===== src/verilog/ilo_pkg.sv =====
// Constants and types for the indexed literal offset executor
`default_nettype none

package ilo_pkg;

    // ========================================================================
    // Widths and address map
    // ========================================================================
    localparam int ILO_ADDR_W = 12;
    localparam logic [7:0] ILO_ACCESS_LIMIT = 8'h5f;
    localparam logic [3:0] ILO_SFR_BANK = 4'hf;

    // ========================================================================
    // Opcode fields and patterns
    // ========================================================================
    localparam int ILO_A_POS = 8;
    localparam int ILO_D_POS = 9;
    localparam int ILO_BIT_LSB = 9;
    localparam logic [5:0] ILO_ADD_PAT = 6'h09;
    localparam logic [3:0] ILO_BITSET_PAT = 4'h8;
    localparam logic [6:0] ILO_SETALL_PAT = 7'h34;
    localparam logic [7:0] ILO_ALL_ONES = 8'hff;
    localparam logic [7:0] ILO_BIT_ONE = 8'h01;

    // ========================================================================
    // Reset values
    // ========================================================================
    localparam logic ILO_EXT_RESET = 1'b0;
    localparam logic [7:0] ILO_W_RESET = 8'h00;
    localparam logic [7:0] ILO_BYTE_RESET = 8'h00;

    // ========================================================================
    // Types
    // ========================================================================
    typedef enum logic [1:0] {
        ILO_Q1 = 2'b00,
        ILO_Q2 = 2'b01,
        ILO_Q3 = 2'b10,
        ILO_Q4 = 2'b11
    } ilo_phase_type;

    typedef enum logic [1:0] {
        ILO_OP_NONE = 2'b00,
        ILO_OP_ADD = 2'b01,
        ILO_OP_BITSET = 2'b10,
        ILO_OP_SETALL = 2'b11
    } ilo_op_type;

    typedef struct packed {
        logic n;
        logic overflow_flag;
        logic z;
        logic digit_carry_flag;
        logic c;
    } ilo_flags_type;

    localparam ilo_flags_type ILO_FLAGS_RESET = 5'h00;

endpackage

`default_nettype wire

===== src/verilog/ilo_exec.sv =====
// Indexed literal offset decode and execute for add, bit set and set all
//
// Operation
// - Extended on, operand up to 5Fh: address is pointer two plus operand.
// - Indexing only when access bit is zero; else bank select register bank.
// - Pointer two at zero reproduces the original access bank addresses.
// - Indexed add sums working register with byte at pointer plus k.
// - Destination bit 0 writes working register, 1 writes the memory byte.
// - Indexed add updates negative, overflow, carry, digit carry, zero flags.
// - Add recognised by upper byte 0010 01d0, low byte is offset.
// - Bit set 1000 bbb0 sets bit b at pointer plus offset, flags kept.
// - Set all 0110 1000 writes FFh at pointer plus offset, flags kept.
// - Extended enable configuration bit defaults to 0, disabling the mode.
`timescale 1ns/100ps
`default_nettype none

module ilo_exec
#(
    parameter int ADDR_W = ilo_pkg::ILO_ADDR_W
)
(
    input wire logic CLK,
    input wire logic RST,
    input wire logic EXTENDED_SET_ENABLE,
    input wire logic [15:0] INSTR,
    input wire logic INSTR_VALID,
    input wire logic [3:0] BANK_SELECT_REGISTER,
    input wire logic [ADDR_W-1:0] INDIRECT_POINTER_TWO,
    input wire logic W_LOAD,
    input wire logic [7:0] W_LOAD_DATA,
    input wire logic [7:0] DATA_RDATA,
    output ilo_pkg::ilo_phase_type PHASE,
    output logic EXT_ENABLED,
    output logic [ADDR_W-1:0] DATA_ADDR,
    output logic DATA_RD,
    output logic DATA_WR,
    output logic [7:0] DATA_WDATA,
    output logic [7:0] W_REG,
    output ilo_pkg::ilo_flags_type FLAGS,
    output logic DONE
);

    // ========================================================================
    // Decode
    // ========================================================================
    ilo_pkg::ilo_op_type dec_op;
    logic [ADDR_W-1:0] dec_addr;
    logic [7:0] f_field;

    assign f_field = INSTR[7:0];

    always_comb
    begin
        if (INSTR[15:10] == ilo_pkg::ILO_ADD_PAT)
            dec_op = ilo_pkg::ILO_OP_ADD;
        else if (INSTR[15:12] == ilo_pkg::ILO_BITSET_PAT)
            dec_op = ilo_pkg::ILO_OP_BITSET;
        else if (INSTR[15:9] == ilo_pkg::ILO_SETALL_PAT)
            dec_op = ilo_pkg::ILO_OP_SETALL;
        else
            dec_op = ilo_pkg::ILO_OP_NONE;
    end

    always_comb
    begin
        if (INSTR[ilo_pkg::ILO_A_POS])
            dec_addr = ADDR_W'({BANK_SELECT_REGISTER, f_field});
        else if (f_field > ilo_pkg::ILO_ACCESS_LIMIT)
            dec_addr = ADDR_W'({ilo_pkg::ILO_SFR_BANK, f_field});
        else if (EXTENDED_SET_ENABLE)
            dec_addr = INDIRECT_POINTER_TWO + ADDR_W'(f_field);
        else
            dec_addr = ADDR_W'(f_field);
    end

    // ========================================================================
    // Phase sequencer
    // ========================================================================
    ilo_pkg::ilo_phase_type phase;
    ilo_pkg::ilo_phase_type next_phase;

    always_comb
    begin
        case (phase)
            ilo_pkg::ILO_Q1: next_phase = ilo_pkg::ILO_Q2;
            ilo_pkg::ILO_Q2: next_phase = ilo_pkg::ILO_Q3;
            ilo_pkg::ILO_Q3: next_phase = ilo_pkg::ILO_Q4;
            ilo_pkg::ILO_Q4: next_phase = ilo_pkg::ILO_Q1;
            default: next_phase = ilo_pkg::ILO_Q1;
        endcase
    end

    always_ff @(posedge CLK)
    begin
        if (RST)
            phase <= ilo_pkg::ILO_Q1;
        else
            phase <= next_phase;
    end

    // ========================================================================
    // Execute
    // ========================================================================
    logic ext;
    ilo_pkg::ilo_op_type op;
    logic dest_file;
    logic [2:0] bit_sel;
    logic [ADDR_W-1:0] addr;
    logic data_rd;
    logic data_wr;
    logic [7:0] data_wdata;
    logic [7:0] w;
    ilo_pkg::ilo_flags_type flags;
    ilo_pkg::ilo_flags_type pend_flags;
    logic done;
    logic next_ext;
    ilo_pkg::ilo_op_type next_op;
    logic next_dest_file;
    logic [2:0] next_bit_sel;
    logic [ADDR_W-1:0] next_addr;
    logic next_data_rd;
    logic next_data_wr;
    logic [7:0] next_data_wdata;
    logic [7:0] next_w;
    ilo_pkg::ilo_flags_type next_flags;
    ilo_pkg::ilo_flags_type next_pend_flags;
    logic next_done;
    logic [8:0] add_sum;
    logic [4:0] low_sum;

    assign add_sum = {1'b0, w} + {1'b0, DATA_RDATA};
    assign low_sum = {1'b0, w[3:0]} + {1'b0, DATA_RDATA[3:0]};

    always_comb
    begin
        next_ext = ext;
        next_op = op;
        next_dest_file = dest_file;
        next_bit_sel = bit_sel;
        next_addr = addr;
        next_data_rd = 1'b0;
        next_data_wr = 1'b0;
        next_data_wdata = data_wdata;
        next_w = W_LOAD ? W_LOAD_DATA : w;
        next_flags = flags;
        next_pend_flags = pend_flags;
        next_done = 1'b0;
        case (phase)
            ilo_pkg::ILO_Q1:
            begin
                next_ext = EXTENDED_SET_ENABLE;
                next_op = INSTR_VALID ? dec_op : ilo_pkg::ILO_OP_NONE;
                next_dest_file = INSTR[ilo_pkg::ILO_D_POS];
                next_bit_sel = INSTR[ilo_pkg::ILO_BIT_LSB +: 3];
                next_addr = dec_addr;
                next_data_rd = INSTR_VALID && (dec_op == ilo_pkg::ILO_OP_ADD
                    || dec_op == ilo_pkg::ILO_OP_BITSET);
            end
            ilo_pkg::ILO_Q2: next_op = op;
            ilo_pkg::ILO_Q3:
            begin
                case (op)
                    ilo_pkg::ILO_OP_ADD:
                    begin
                        next_data_wdata = add_sum[7:0];
                        next_data_wr = dest_file;
                        next_pend_flags.c = add_sum[8];
                        next_pend_flags.digit_carry_flag = low_sum[4];
                        next_pend_flags.z = (add_sum[7:0] == ilo_pkg::ILO_BYTE_RESET);
                        next_pend_flags.n = add_sum[7];
                        next_pend_flags.overflow_flag = (w[7] == DATA_RDATA[7])
                            && (add_sum[7] != w[7]);
                    end
                    ilo_pkg::ILO_OP_BITSET:
                    begin
                        next_data_wdata = DATA_RDATA | (ilo_pkg::ILO_BIT_ONE << bit_sel);
                        next_data_wr = 1'b1;
                    end
                    ilo_pkg::ILO_OP_SETALL:
                    begin
                        next_data_wdata = ilo_pkg::ILO_ALL_ONES;
                        next_data_wr = 1'b1;
                    end
                    default: next_data_wr = 1'b0;
                endcase
            end
            ilo_pkg::ILO_Q4:
            begin
                if (op == ilo_pkg::ILO_OP_ADD)
                begin
                    next_flags = pend_flags;
                    if (!dest_file)
                        next_w = data_wdata;
                end
                next_done = (op != ilo_pkg::ILO_OP_NONE);
                next_op = ilo_pkg::ILO_OP_NONE;
            end
            default: next_op = ilo_pkg::ILO_OP_NONE;
        endcase
    end

    always_ff @(posedge CLK)
    begin
        if (RST)
        begin
            ext <= ilo_pkg::ILO_EXT_RESET;
            op <= ilo_pkg::ILO_OP_NONE;
            dest_file <= 1'b0;
            bit_sel <= 3'h0;
            addr <= '0;
            data_rd <= 1'b0;
            data_wr <= 1'b0;
            data_wdata <= ilo_pkg::ILO_BYTE_RESET;
            w <= ilo_pkg::ILO_W_RESET;
            flags <= ilo_pkg::ILO_FLAGS_RESET;
            pend_flags <= ilo_pkg::ILO_FLAGS_RESET;
            done <= 1'b0;
        end
        else
        begin
            ext <= next_ext;
            op <= next_op;
            dest_file <= next_dest_file;
            bit_sel <= next_bit_sel;
            addr <= next_addr;
            data_rd <= next_data_rd;
            data_wr <= next_data_wr;
            data_wdata <= next_data_wdata;
            w <= next_w;
            flags <= next_flags;
            pend_flags <= next_pend_flags;
            done <= next_done;
        end
    end

    assign PHASE = phase;
    assign EXT_ENABLED = ext;
    assign DATA_ADDR = addr;
    assign DATA_RD = data_rd;
    assign DATA_WR = data_wr;
    assign DATA_WDATA = data_wdata;
    assign W_REG = w;
    assign FLAGS = flags;
    assign DONE = done;

    // ========================================================================
    // Checks
    // ========================================================================
    logic q1_take;
    assign q1_take = (phase == ilo_pkg::ILO_Q1) && INSTR_VALID;
endmodule // ilo_exec

`default_nettype wire


===== config.mk =====
export PLATFORM = sky130hd
export DESIGN_NAME = ilo_exec
export DESIGN_NICKNAME = d
export VERILOG_FILES = /design/src/verilog/ilo_pkg.sv /design/src/verilog/ilo_exec.sv
export SDC_FILE = /design/constraint.sdc
export NUM_CORES = 1
export LEC_CHECK = 0
export BUFFER_PORTS_ARGS = -buffer_cell sky130_fd_sc_hd__buf_2
export CORE_MARGIN = 4
export CORE_UTILIZATION = 41
export CTS_BUF_LIST = sky130_fd_sc_hd__clkbuf_2 sky130_fd_sc_hd__clkbuf_4 sky130_fd_sc_hd__clkbuf_8
export DETAILED_ROUTE_END_ITERATION = 10
export HOLD_SLACK_MARGIN = 0.15
export PLACE_DENSITY_LB_ADDON = 0.08
export SYNTH_ARGS = -nofsm -noshare
export SYNTH_HDL_FRONTEND = slang
export SYNTH_SLANG_ARGS = --single-unit

===== constraint.sdc =====
create_clock -name CLK -period 2.4 [get_ports CLK]
set_input_delay 0.48 -clock CLK [delete_from_list [all_inputs] [get_ports CLK]]
set_output_delay 0.48 -clock CLK [all_outputs]
set_load 0.01 [all_outputs]

==> results of run 1 <==
[power by group]
group,switching (mW),total (mW),internal [mW]
Sequential,0.0703,0.974,0.903
Combinational,0.407,0.747,0.340
Clock,0.291,0.604,0.313
[registers in the layout (all words and copies together) (netlist names)]
name / cells
op: 2
DONE: 1
DATA_WDATA: 8
DATA_ADDR: 12
PHASE: 2
EXT_ENABLED: 1
FLAGS: 5
bit_sel: 3
DATA_WR: 1
DATA_RD: 1
W_REG: 8
pend_flags: 5
[layer usage]
metal  part of all wire  vias to the layer above  routed length (µm)
met5                  0                        -                   0
met2               0.49                       75                3760
li1                   -                     1485                   -
met3              0.051                        5                 390
met1               0.44                     1293                3380
met4             0.0097                        0                  74
[how the worst max path moves through the flow]
stage	startpoint	slack, ns	to	cells past startpoint
CTS	W_REG[0]	0.03	pend_flags[2]	9
floorplan	DATA_RDATA[0]	0.04	pend_flags[2]	8
finish	W_REG[0]	0.1	pend_flags[2]	8
global route	W_REG[0]	0.002	pend_flags[2]	8
global placement	DATA_RDATA[0]	-0.14	pend_flags[2]	9
detailed placement	DATA_RDATA[0]	-0.16	pend_flags[2]	9
[layout by cell type, fill, tap and decap left out, types with 11 or more instances in the layout]
cell type,n
nor2_1,42
nand2_1,33
a21oi_1,27
o21ai_0,13
a211oi_1,12
mux2i_1,15
buf_4,14
ha_1,19
dfxtp_1,47
nor3_1,11
buf_2,91
inv_1,14
[kinds of logic (layout without fill, tap and decap cells)]
logic type | after synthesis | after routing | synth area share
compound gates | 93 | 93 | 0.206
xor+xnor | 14 | 14 | 0.0418
fa+ha+maj | 22 | 22 | 0.0990
buf+inv | 32 | 128 | 0.0423
flops | 49 | 49 | 0.335
mux | 15 | 15 | 0.0512
simple gates | 136 | 136 | 0.225
[synth_stat cells, types with 3 or more instances]
cell type / number / area [µm²]
clkbuf_1: 14 / 52.6
nor3_1: 11 / 55.1
nand3_1: 10 / 50.1
a311oi_1: 7 / 61.3
o22ai_1: 3 / 18.8
nand2b_1: 9 / 56.3
or3_1: 4 / 25.0
a21o_1: 4 / 30.0
nand3b_1: 4 / 30.0
xor2_1: 9 / 78.8
o32ai_1: 3 / 26.3
dfxtp_1: 49 / 981
nand2_1: 33 / 124
a211oi_1: 12 / 90.1
inv_1: 15 / 56.3
a21oi_1: 28 / 140
xnor2_1: 5 / 43.8
a31oi_1: 6 / 37.5
o211ai_1: 5 / 37.5
mux2i_1: 15 / 150
ha_1: 20 / 250
o21ai_0: 13 / 65.1
nor2_1: 42 / 158
nor2b_1: 10 / 62.6
[final cells by class]
class / instances / area (µm²) / share of cell area
Clock buffer: 5 / 68.8 / 0.0187
Clock inverter: 3 / 43.8 / 0.0119
Inverter: 15 / 56.3 / 0.0153
Multi-Input combinational cell: 280 / 1850 / 0.503
Sequential cell: 49 / 983 / 0.267
Tap cell: 96 / 120 / 0.0326
Timing Repair Buffer: 105 / 561 / 0.152
[metrics by stage]
stage / cells / hold slack (ns) / worst slack [ns] / cell area (µm²)
final: 553 / 0.441 / 0.0978 / 3690
after detailed placement: 545 / 0.445 / -0.162 / 3560
after floorplan: 361 / 0.432 / 0.0434 / 2950
after global routing: 553 / 0.447 / 0.00208 / 3690
after global placement: 545 / 0.443 / -0.140 / 3560
after CTS: 553 / 0.438 / 0.0311 / 3670
[critical path, delay by kind of cell (launching register included)]
kind	cells	cell delay, ns
buffers and inverters	1	0.03
adders and majority gates	2	0.48
DFF	1	0.37
xor gates and xnor gates	1	0.15
AOI/OAI and AO/OA	1	0.12
and+or+nand+nor	3	1.09
==> out/metrics.cfg, run 1 <==
[power_and_ir_drop]
power.density_nw_per_um2 = 630
power_mw = 2.32
ir_drop_v = 0.000281
p_leak_nw = 1.71

[synth]
synth-seq-cells = 49
syn_nets = 436
async_flop_share = 0
synth_edf_count = 0
yosys_warnings = 0
synth_cell_types = 46
netlist_area_um2 = 2930
netlist_instances = 361
synth_area_per_cell_um2 = 8.12
seq_area_frac_synth = 0.335
synth_flop_cell = dfxtp_1

[floorplanning]
dieArea_um2 = 8570
io_pins = 92
start_util = 0.427
rows = 30
core-area_um2 = 6870
die_w_um = 92.6
die_h_um = 92.6

[clocking]
cts_resized = 0
htree_levels = 2
cts_sinks = 49
ctsHoldBuffers = 0
clk_pin_slew_ns = 0.10
cts-root-buf = clkbuf_8
clockBufferDepth = 2
cts_buffers = 5
clock_latency_ns = 0.31
cts_tree = built
post_cts.repair.setup_buffers = 0

[grt]
overflow = 0
antenna_found_initial = 0
top_usage_layer = met2
track_usage = 0.179
grt_pass1_vias = 2784
use_met1 = 0.218
met2_usage = 0.317
grt_max_degree = 49
grt_use_met3 = 0.0374
grt_pass1_wl_um = 12600

[setup_path]
worstPathCellList = ha_4 > inv_2 > fa_2 > xnor2_2 > or4_1 > or3_1 > or4_1 > o21ai_1
startpoint_type = flip-flop
arrival_ns = 2.55
r2r_start = W_REG[0]
worst_setup_path_end_kind = flip-flop
slowest_delay_ns = 0.40
cp.required_ns = 2.65
critPathKind = flip-flop to flip-flop
critPathMaxFanout = 3
slowest_stage = or4_1
cp_common_cell = or4_1
r2r_slack_ns = 0.1
r2r.worst_path.cells = 8
r2r_end = pend_flags[2]

[timing]
tns_ns = 0
setup_viol = 0
drv_slew = 0
fin_worst_skew_ns = 0.0109
period_share = 0.959
tightest_slew_ns = 0.614
relSlewSlack = 0.590
final.min_clock_period_ns = 2.30
hold_viol = 0
fmaxAchievable_mhz = 434
rsz0062_at_grt = no

[drt]
wire_per_inst_um = 13.8
drtIter0Drc = 42
num_vias = 2858
first_pass_iters = 4
via_per_inst = 5.17
routed_wl_um = 7600
post-route-drc-count = 0
postRouteAntennaNets = 0

[worst_hold_path]
hold_start = INSTR[9]
hold_depth = 3
worst_hold_path_type = input port to flip-flop
min_to = bit_sel[0]

[placement]
place_congestion = 0.877
dp_hpwl_um = 5930
port_buffers = 91

[layout]
area_delta_synth_final_pct = 25.7
drive_above_1_share = 0.274
fillers = 729
diodes = 0
final_util = 0.537
final_nets = 531

[job]
maxCapViolCount = 0

[status]
status = complete, no violations

(Power assumes the default switching activity.)
==> run 2: changes to the inputs <==
- PLACE_DENSITY: default -> 0.75
- PLACE_DENSITY_LB_ADDON: 0.08 -> default
- clock period: 2.4 -> 2.85 ns (I/O delays scaled with it)
==> run 2 against run 1 <==
Net effect: combinational power fell by 19%; sequential share of layout area increased by 0.84 points; cell count decreased by 1.8%; count of clock-buffer cells in the layout unchanged; worst hold slack better by 0.017 ns; die area unchanged; critical path type unchanged; largest cell class unchanged; largest power group unchanged; highest routed layer is now met5.
==> out/metrics.cfg, run 2 (synthesis gave the netlist of run 1 again) <==
[worst_hold_path]
worst_hold_path_type = flip-flop to flip-flop  ; was input port to flip-flop
hold_depth = 2  ; was 3

[timing]
tightest_slew_ns = 0.631  ; was 0.614 ns
setup_viol = 0  ; unchanged
final.min_clock_period_ns = 2.57  ; was 2.30 ns
period_share = 0.902  ; was 0.959
fmaxAchievable_mhz = 389  ; was 434 MHz
tns_ns = 0  ; unchanged
fin_worst_skew_ns = 0.00797  ; was 0.0109 ns
hold_viol = 0  ; unchanged
drv_slew = 0  ; unchanged
rsz0062_at_grt = no  ; unchanged
relSlewSlack = 0.578  ; was 0.590

[floorplanning]
io_pins = 92  ; unchanged
die_h_um = 92.6  ; unchanged
start_util = 0.427  ; unchanged
core-area_um2 = 6870  ; unchanged
die_w_um = 92.6  ; unchanged
dieArea_um2 = 8570  ; unchanged
rows = 30  ; unchanged

[setup_path]
r2r.worst_path.cells = 9  ; was 8
cp.required_ns = 3.11  ; was 2.65 ns
worst_setup_path_end_kind = flip-flop  ; unchanged
critPathKind = flip-flop to flip-flop  ; unchanged
critPathMaxFanout = 3  ; unchanged
arrival_ns = 2.83  ; was 2.55 ns
startpoint_type = flip-flop  ; unchanged

[layout]
final_common_cell = buf_2  ; unchanged
final_nets = 521  ; was 531
largest_register_ffs = 12  ; unchanged
drive_above_1_share = 0.242  ; was 0.274
final_util = 0.519  ; was 0.537
most-common-layout-cells = buf_2, dfxtp_1, nor2_1, nand2_1, a21oi_1  ; unchanged
diodes = 0  ; unchanged
area_delta_synth_final_pct = 21.6  ; was 25.7%

[grt]
overflow = 0  ; unchanged
antenna_found_initial = 1  ; was 0
grt_max_degree = 49  ; unchanged
grt_pass1_vias = 2854  ; was 2784
track_usage = 0.182  ; was 0.179
grt_pass1_wl_um = 12700  ; was 12600 µm

[clocking]
cts_resized = 0  ; unchanged
ctsHoldBuffers = 0  ; unchanged
post_cts.repair.setup_buffers = 0  ; unchanged
cts_buffers = 5  ; unchanged
clock_latency_ns = 0.32  ; was 0.31 ns
htree_levels = 2  ; unchanged
clockBufferDepth = 2  ; unchanged
cts_sinks = 49  ; unchanged
clk_pin_slew_ns = 0.10  ; about the same
cts_tree = built  ; unchanged
cts-root-buf = clkbuf_8  ; unchanged

[power_and_ir_drop]
p_sw_mw = 0.669  ; was 0.768 mW
pwr-share-seq = 0.439  ; was 0.419
ir_drop_v = 0.000227  ; was 0.000281 V
p_sw_frac = 0.357  ; was 0.331
power.density_nw_per_um2 = 526  ; was 630 nW/µm²
combPwrFrac = 0.324  ; was 0.321
power_mw = 1.88  ; was 2.32 mW
p_leak_nw = 1.64  ; was 1.71 nW
p_int_mw = 1.21  ; was 1.56 mW
pwr-share-clk = 0.237  ; was 0.260

[placement]
place_congestion = 0.873  ; was 0.877
port_buffers = 91  ; unchanged
dp_hpwl_um = 6050  ; was 5930 µm

[drt]
post-route-drc-count = 0  ; unchanged
first_pass_iters = 4  ; unchanged
num_vias = 2970  ; was 2858
drtIter0Drc = 121  ; was 42
postRouteAntennaNets = 0  ; unchanged
via_per_inst = 5.47  ; was 5.17
routed_wl_um = 7820  ; was 7600 µm
wire_per_inst_um = 14.4  ; was 13.8 µm

[job]
maxCapViolCount = 0  ; unchanged

[status]
status = complete, no violations  ; unchanged

-- run 2: cell count changes in the layout (fill, tap and decap cells not counted), sizes merged --
cell    delta
buf       -10
bufinv     -1
inv        +2
clkinv     -1
-- run 2: per-layer routing --
layer | track usage | vias to the layer above | part of all wire
met1 | 0.210 | 1365 | 0.42
met3 | 0.0317 | 19 | 0.075
li1 | - | 1471 | -
met5 | 0 | - | 0.00090
met2 | 0.329 | 113 | 0.48
met4 | 0.0767 | 2 | 0.021
-- run 2: cell type report --
type                    instances  area [µm²]
clock buffers                   5        68.8
clock inverters                 3        26.3
fillers                       682        3300
inverters                      15        56.3
multi-input cells             280        1830
flip-flops and latches         49         981
well taps                      96         120
repair buffers                 95         485
-- run 2: final timing paths --
kind | from | endpoint | slack [ns]
worst max-delay path | W_REG[0] | pend_flags[2] | 0.28
worst min-delay path | FLAGS[1] | FLAGS[1] | 0.46
worst max register to register | W_REG[0] | pend_flags[2] | 0.28
worst min register to register | FLAGS[1] | FLAGS[1] | 0.46
-- run 2: power by group through the flow --
stage	combinational [mW]	sequential, mW	clock, mW
final	0.608	0.823	0.445
after global routing	0.681	0.834	0.485
after CTS	0.609	0.823	0.457
after detailed placement	0.607	0.836	0
after floorplan	0.387	0.850	0
after global placement	0.591	0.836	0
-- run 2: through the flow --
| stage | setup WS (ns) | hold WS, ns | instance area [µm²] | std cells |
|---|---|---|---|---|
| after floorplan | 0.256 | 0.432 | 2930 | 361 |
| after global placement | 0.0978 | 0.443 | 3470 | 535 |
| after detailed placement | 0.0499 | 0.450 | 3470 | 535 |
| after CTS | 0.315 | 0.463 | 3560 | 543 |
| after global routing | 0.164 | 0.497 | 3560 | 543 |
| final | 0.281 | 0.458 | 3560 | 543 |
-- run 2: worst max-delay path: stages, from the launching register on --
cell      delay [ns]
dfxtp_1         0.38
ha_1            0.20
inv_1           0.06
fa_1            0.40
nand2b_1        0.19
a21oi_1         0.20
xor2_1          0.12
or3_1           0.35
or4_1           0.48
o21ai_1         0.12
==> run 3: changes to the inputs <==
- clock period: 2.85 -> 2.9 ns (I/O delays scaled with it)
==> run 3 against run 2 <==
Net effect: power up 5.7%; cell count did not move; clock skew hardly changed; non-clock buffer count did not move; routed wire length fell by 2.7%; largest cell class unchanged.
==> out/metrics.cfg, run 3 (synthesis gave the netlist of run 1 again) <==
[setup_path]
r2r_slack_ns = 0.36  ; was 0.28 ns
worst_setup_path_end_kind = flip-flop  ; unchanged
r2r_end = pend_flags[2]  ; unchanged
cp.required_ns = 3.14  ; was 3.11 ns
startpoint_type = flip-flop  ; unchanged
critPathMaxFanout = 3  ; unchanged
r2r.worst_path.cells = 8  ; was 9
critPathKind = flip-flop to flip-flop  ; unchanged
arrival_ns = 2.77  ; was 2.83 ns
worstPathCellList = ha_1 > inv_1 > fa_1 > xnor2_1 > or4_1 > or3_1 > or4_1 > o21ai_1  ; was ha_1 > inv_1 > fa_1 > nand2b_1 > a21oi_1 > xor2_1 > or3_1 > or4_1 > o21ai_1
cp_common_cell = or4_1
r2r_start = W_REG[0]  ; unchanged
slowest_stage = or4_1  ; unchanged
slowest_delay_ns = 0.47  ; was 0.48 ns

[timing]
relSlewSlack = 0.573  ; was 0.578
final.min_clock_period_ns = 2.54  ; was 2.57 ns
tightest_slew_ns = 0.639  ; was 0.631 ns
fmaxAchievable_mhz = 394  ; was 389 MHz
rsz0062_at_grt = no  ; unchanged
tns_ns = 0  ; unchanged
hold-worst-slack_ns = 0.458  ; about the same
fin_worst_skew_ns = 0.00811  ; was 0.00797 ns
hold_viol = 0  ; unchanged
drv_slew = 0  ; unchanged
period_share = 0.875  ; was 0.902
setup_viol = 0  ; unchanged

[power_and_ir_drop]
p_leak_nw = 1.66  ; was 1.64 nW
ir_drop_v = 0.000237  ; was 0.000227 V
power.density_nw_per_um2 = 550  ; was 526 nW/µm²

[drt]
routed_wl_um = 7610  ; was 7820 µm
post-route-drc-count = 0  ; unchanged
via_per_inst = 5.35  ; was 5.47
wire_per_inst_um = 14.0  ; was 14.4 µm
first_pass_iters = 4  ; unchanged
drtIter0Drc = 105  ; was 121
num_vias = 2904  ; was 2970
postRouteAntennaNets = 0  ; unchanged

[clocking]
clockBufferDepth = 2  ; unchanged
ctsHoldBuffers = 0  ; unchanged
cts_tree = built  ; unchanged
post_cts.repair.setup_buffers = 0  ; unchanged
cts_buffers = 5  ; unchanged
cts_sinks = 49  ; unchanged
cts-root-buf = clkbuf_8  ; unchanged
cts_resized = 0  ; unchanged
htree_levels = 2  ; unchanged
clk_pin_slew_ns = 0.09  ; was 0.10 ns
clock_latency_ns = 0.30  ; was 0.32 ns

[layout]
final_common_cell = buf_2  ; unchanged
final_nets = 521  ; unchanged
seqCellArea_um2 = 981  ; unchanged
area_delta_synth_final_pct = 23.0  ; was 21.6%
diodes = 0  ; unchanged
drive_above_1_share = 0.242  ; unchanged
multi_input_area_um2 = 1830  ; unchanged
fillers = 661  ; was 682
largest_register_ffs = 12  ; unchanged
stdcell_count = 543  ; unchanged
most-common-layout-cells = buf_2, dfxtp_1, nor2_1, nand2_1, a21oi_1  ; unchanged

[floorplanning]
core-area_um2 = 6870  ; unchanged
dieArea_um2 = 8570  ; unchanged
rows = 30  ; unchanged
die_w_um = 92.6  ; unchanged
die_h_um = 92.6  ; unchanged
start_util = 0.427  ; unchanged
io_pins = 92  ; unchanged

[grt]
track_usage = 0.179  ; was 0.182
grt_pass1_vias = 2905  ; was 2854
antenna_found_initial = 1  ; unchanged
grt_pass1_wl_um = 12700  ; about the same
grt_max_degree = 49  ; unchanged
overflow = 0  ; unchanged

[placement]
port_buffers = 91  ; unchanged
dp_hpwl_um = 5950  ; was 6050 µm
place_congestion = 0.873  ; about the same
dp.cells = 535  ; unchanged

[worst_hold_path]
worst_hold_path_type = flip-flop to flip-flop  ; unchanged
hold_depth = 2  ; unchanged
hold_start = FLAGS[0]  ; was FLAGS[1]
min_to = FLAGS[0]  ; was FLAGS[1]

[status]
status = complete, no violations  ; unchanged

[job]
maxCapViolCount = 0  ; unchanged

==> run 3: cell types whose count changed in the layout (fill, tap and decap cells not counted), sizes merged <==
cell,before,now
bufinv,0,2
inv,18,16
==> run 3: worst max-delay path by stage <==
stage	startpoint	slack, ns	depth (start not counted)	endpoint
final	W_REG[0]	0.36	8	pend_flags[2]
after global routing	W_REG[0]	0.26	9	pend_flags[2]
after CTS	W_REG[0]	0.38	8	pend_flags[2]
after detailed placement	DATA_RDATA[0]	0.1	9	pend_flags[2]
after global placement	DATA_RDATA[0]	0.14	9	pend_flags[2]
after floorplan	DATA_RDATA[0]	0.30	8	pend_flags[2]
==> run 3: metal layers <==
| metal | wire length (µm) | vias up | GRT usage |
|---|---|---|---|
| met5 | 7 | - | 0 |
| met4 | 61 | 2 | 0.0520 |
| li1 | - | 1465 | - |
| met3 | 605 | 7 | 0.0406 |
| met1 | 3210 | 1321 | 0.208 |
| met2 | 3720 | 109 | 0.326 |
==> run 3: critical path: cells and delay by family, from the launching register on <==
family | cells | cell delay (ns)
simple gates | 3 | 1.19
flops | 1 | 0.37
buf+inv | 1 | 0.06
compound gates | 1 | 0.12
xor+xnor | 1 | 0.15
fa+ha+maj | 2 | 0.59
==> run 3: power breakdown <==
group          switching [mW]  internal [mW]  leakage [nW]
Clock                   0.236          0.347        0.0687
Sequential             0.0585          0.747         0.401
Combinational           0.334          0.259          1.19
Total                   0.629           1.35          1.66
==> run 3: per-stage QoR <==
step	total power, mW	setup slack, ns	utilization	area [µm²]
finish	1.98	0.364	0.525	3610
CTS	2.00	0.383	0.525	3610
global placement	1.40	0.138	0.505	3470
detailed placement	1.41	0.0985	0.505	3470
global route	2.12	0.257	0.525	3610
floorplan	1.22	0.296	-	2930
==> run 3: layout make-up <==
cell class,instances,area share
Clock buffer,5,0.0191
Clock inverter,3,0.0191
Inverter,15,0.0156
Multi-Input combinational cell,280,0.506
Sequential cell,49,0.272
Tap cell,96,0.0333
Timing Repair Buffer,95,0.135
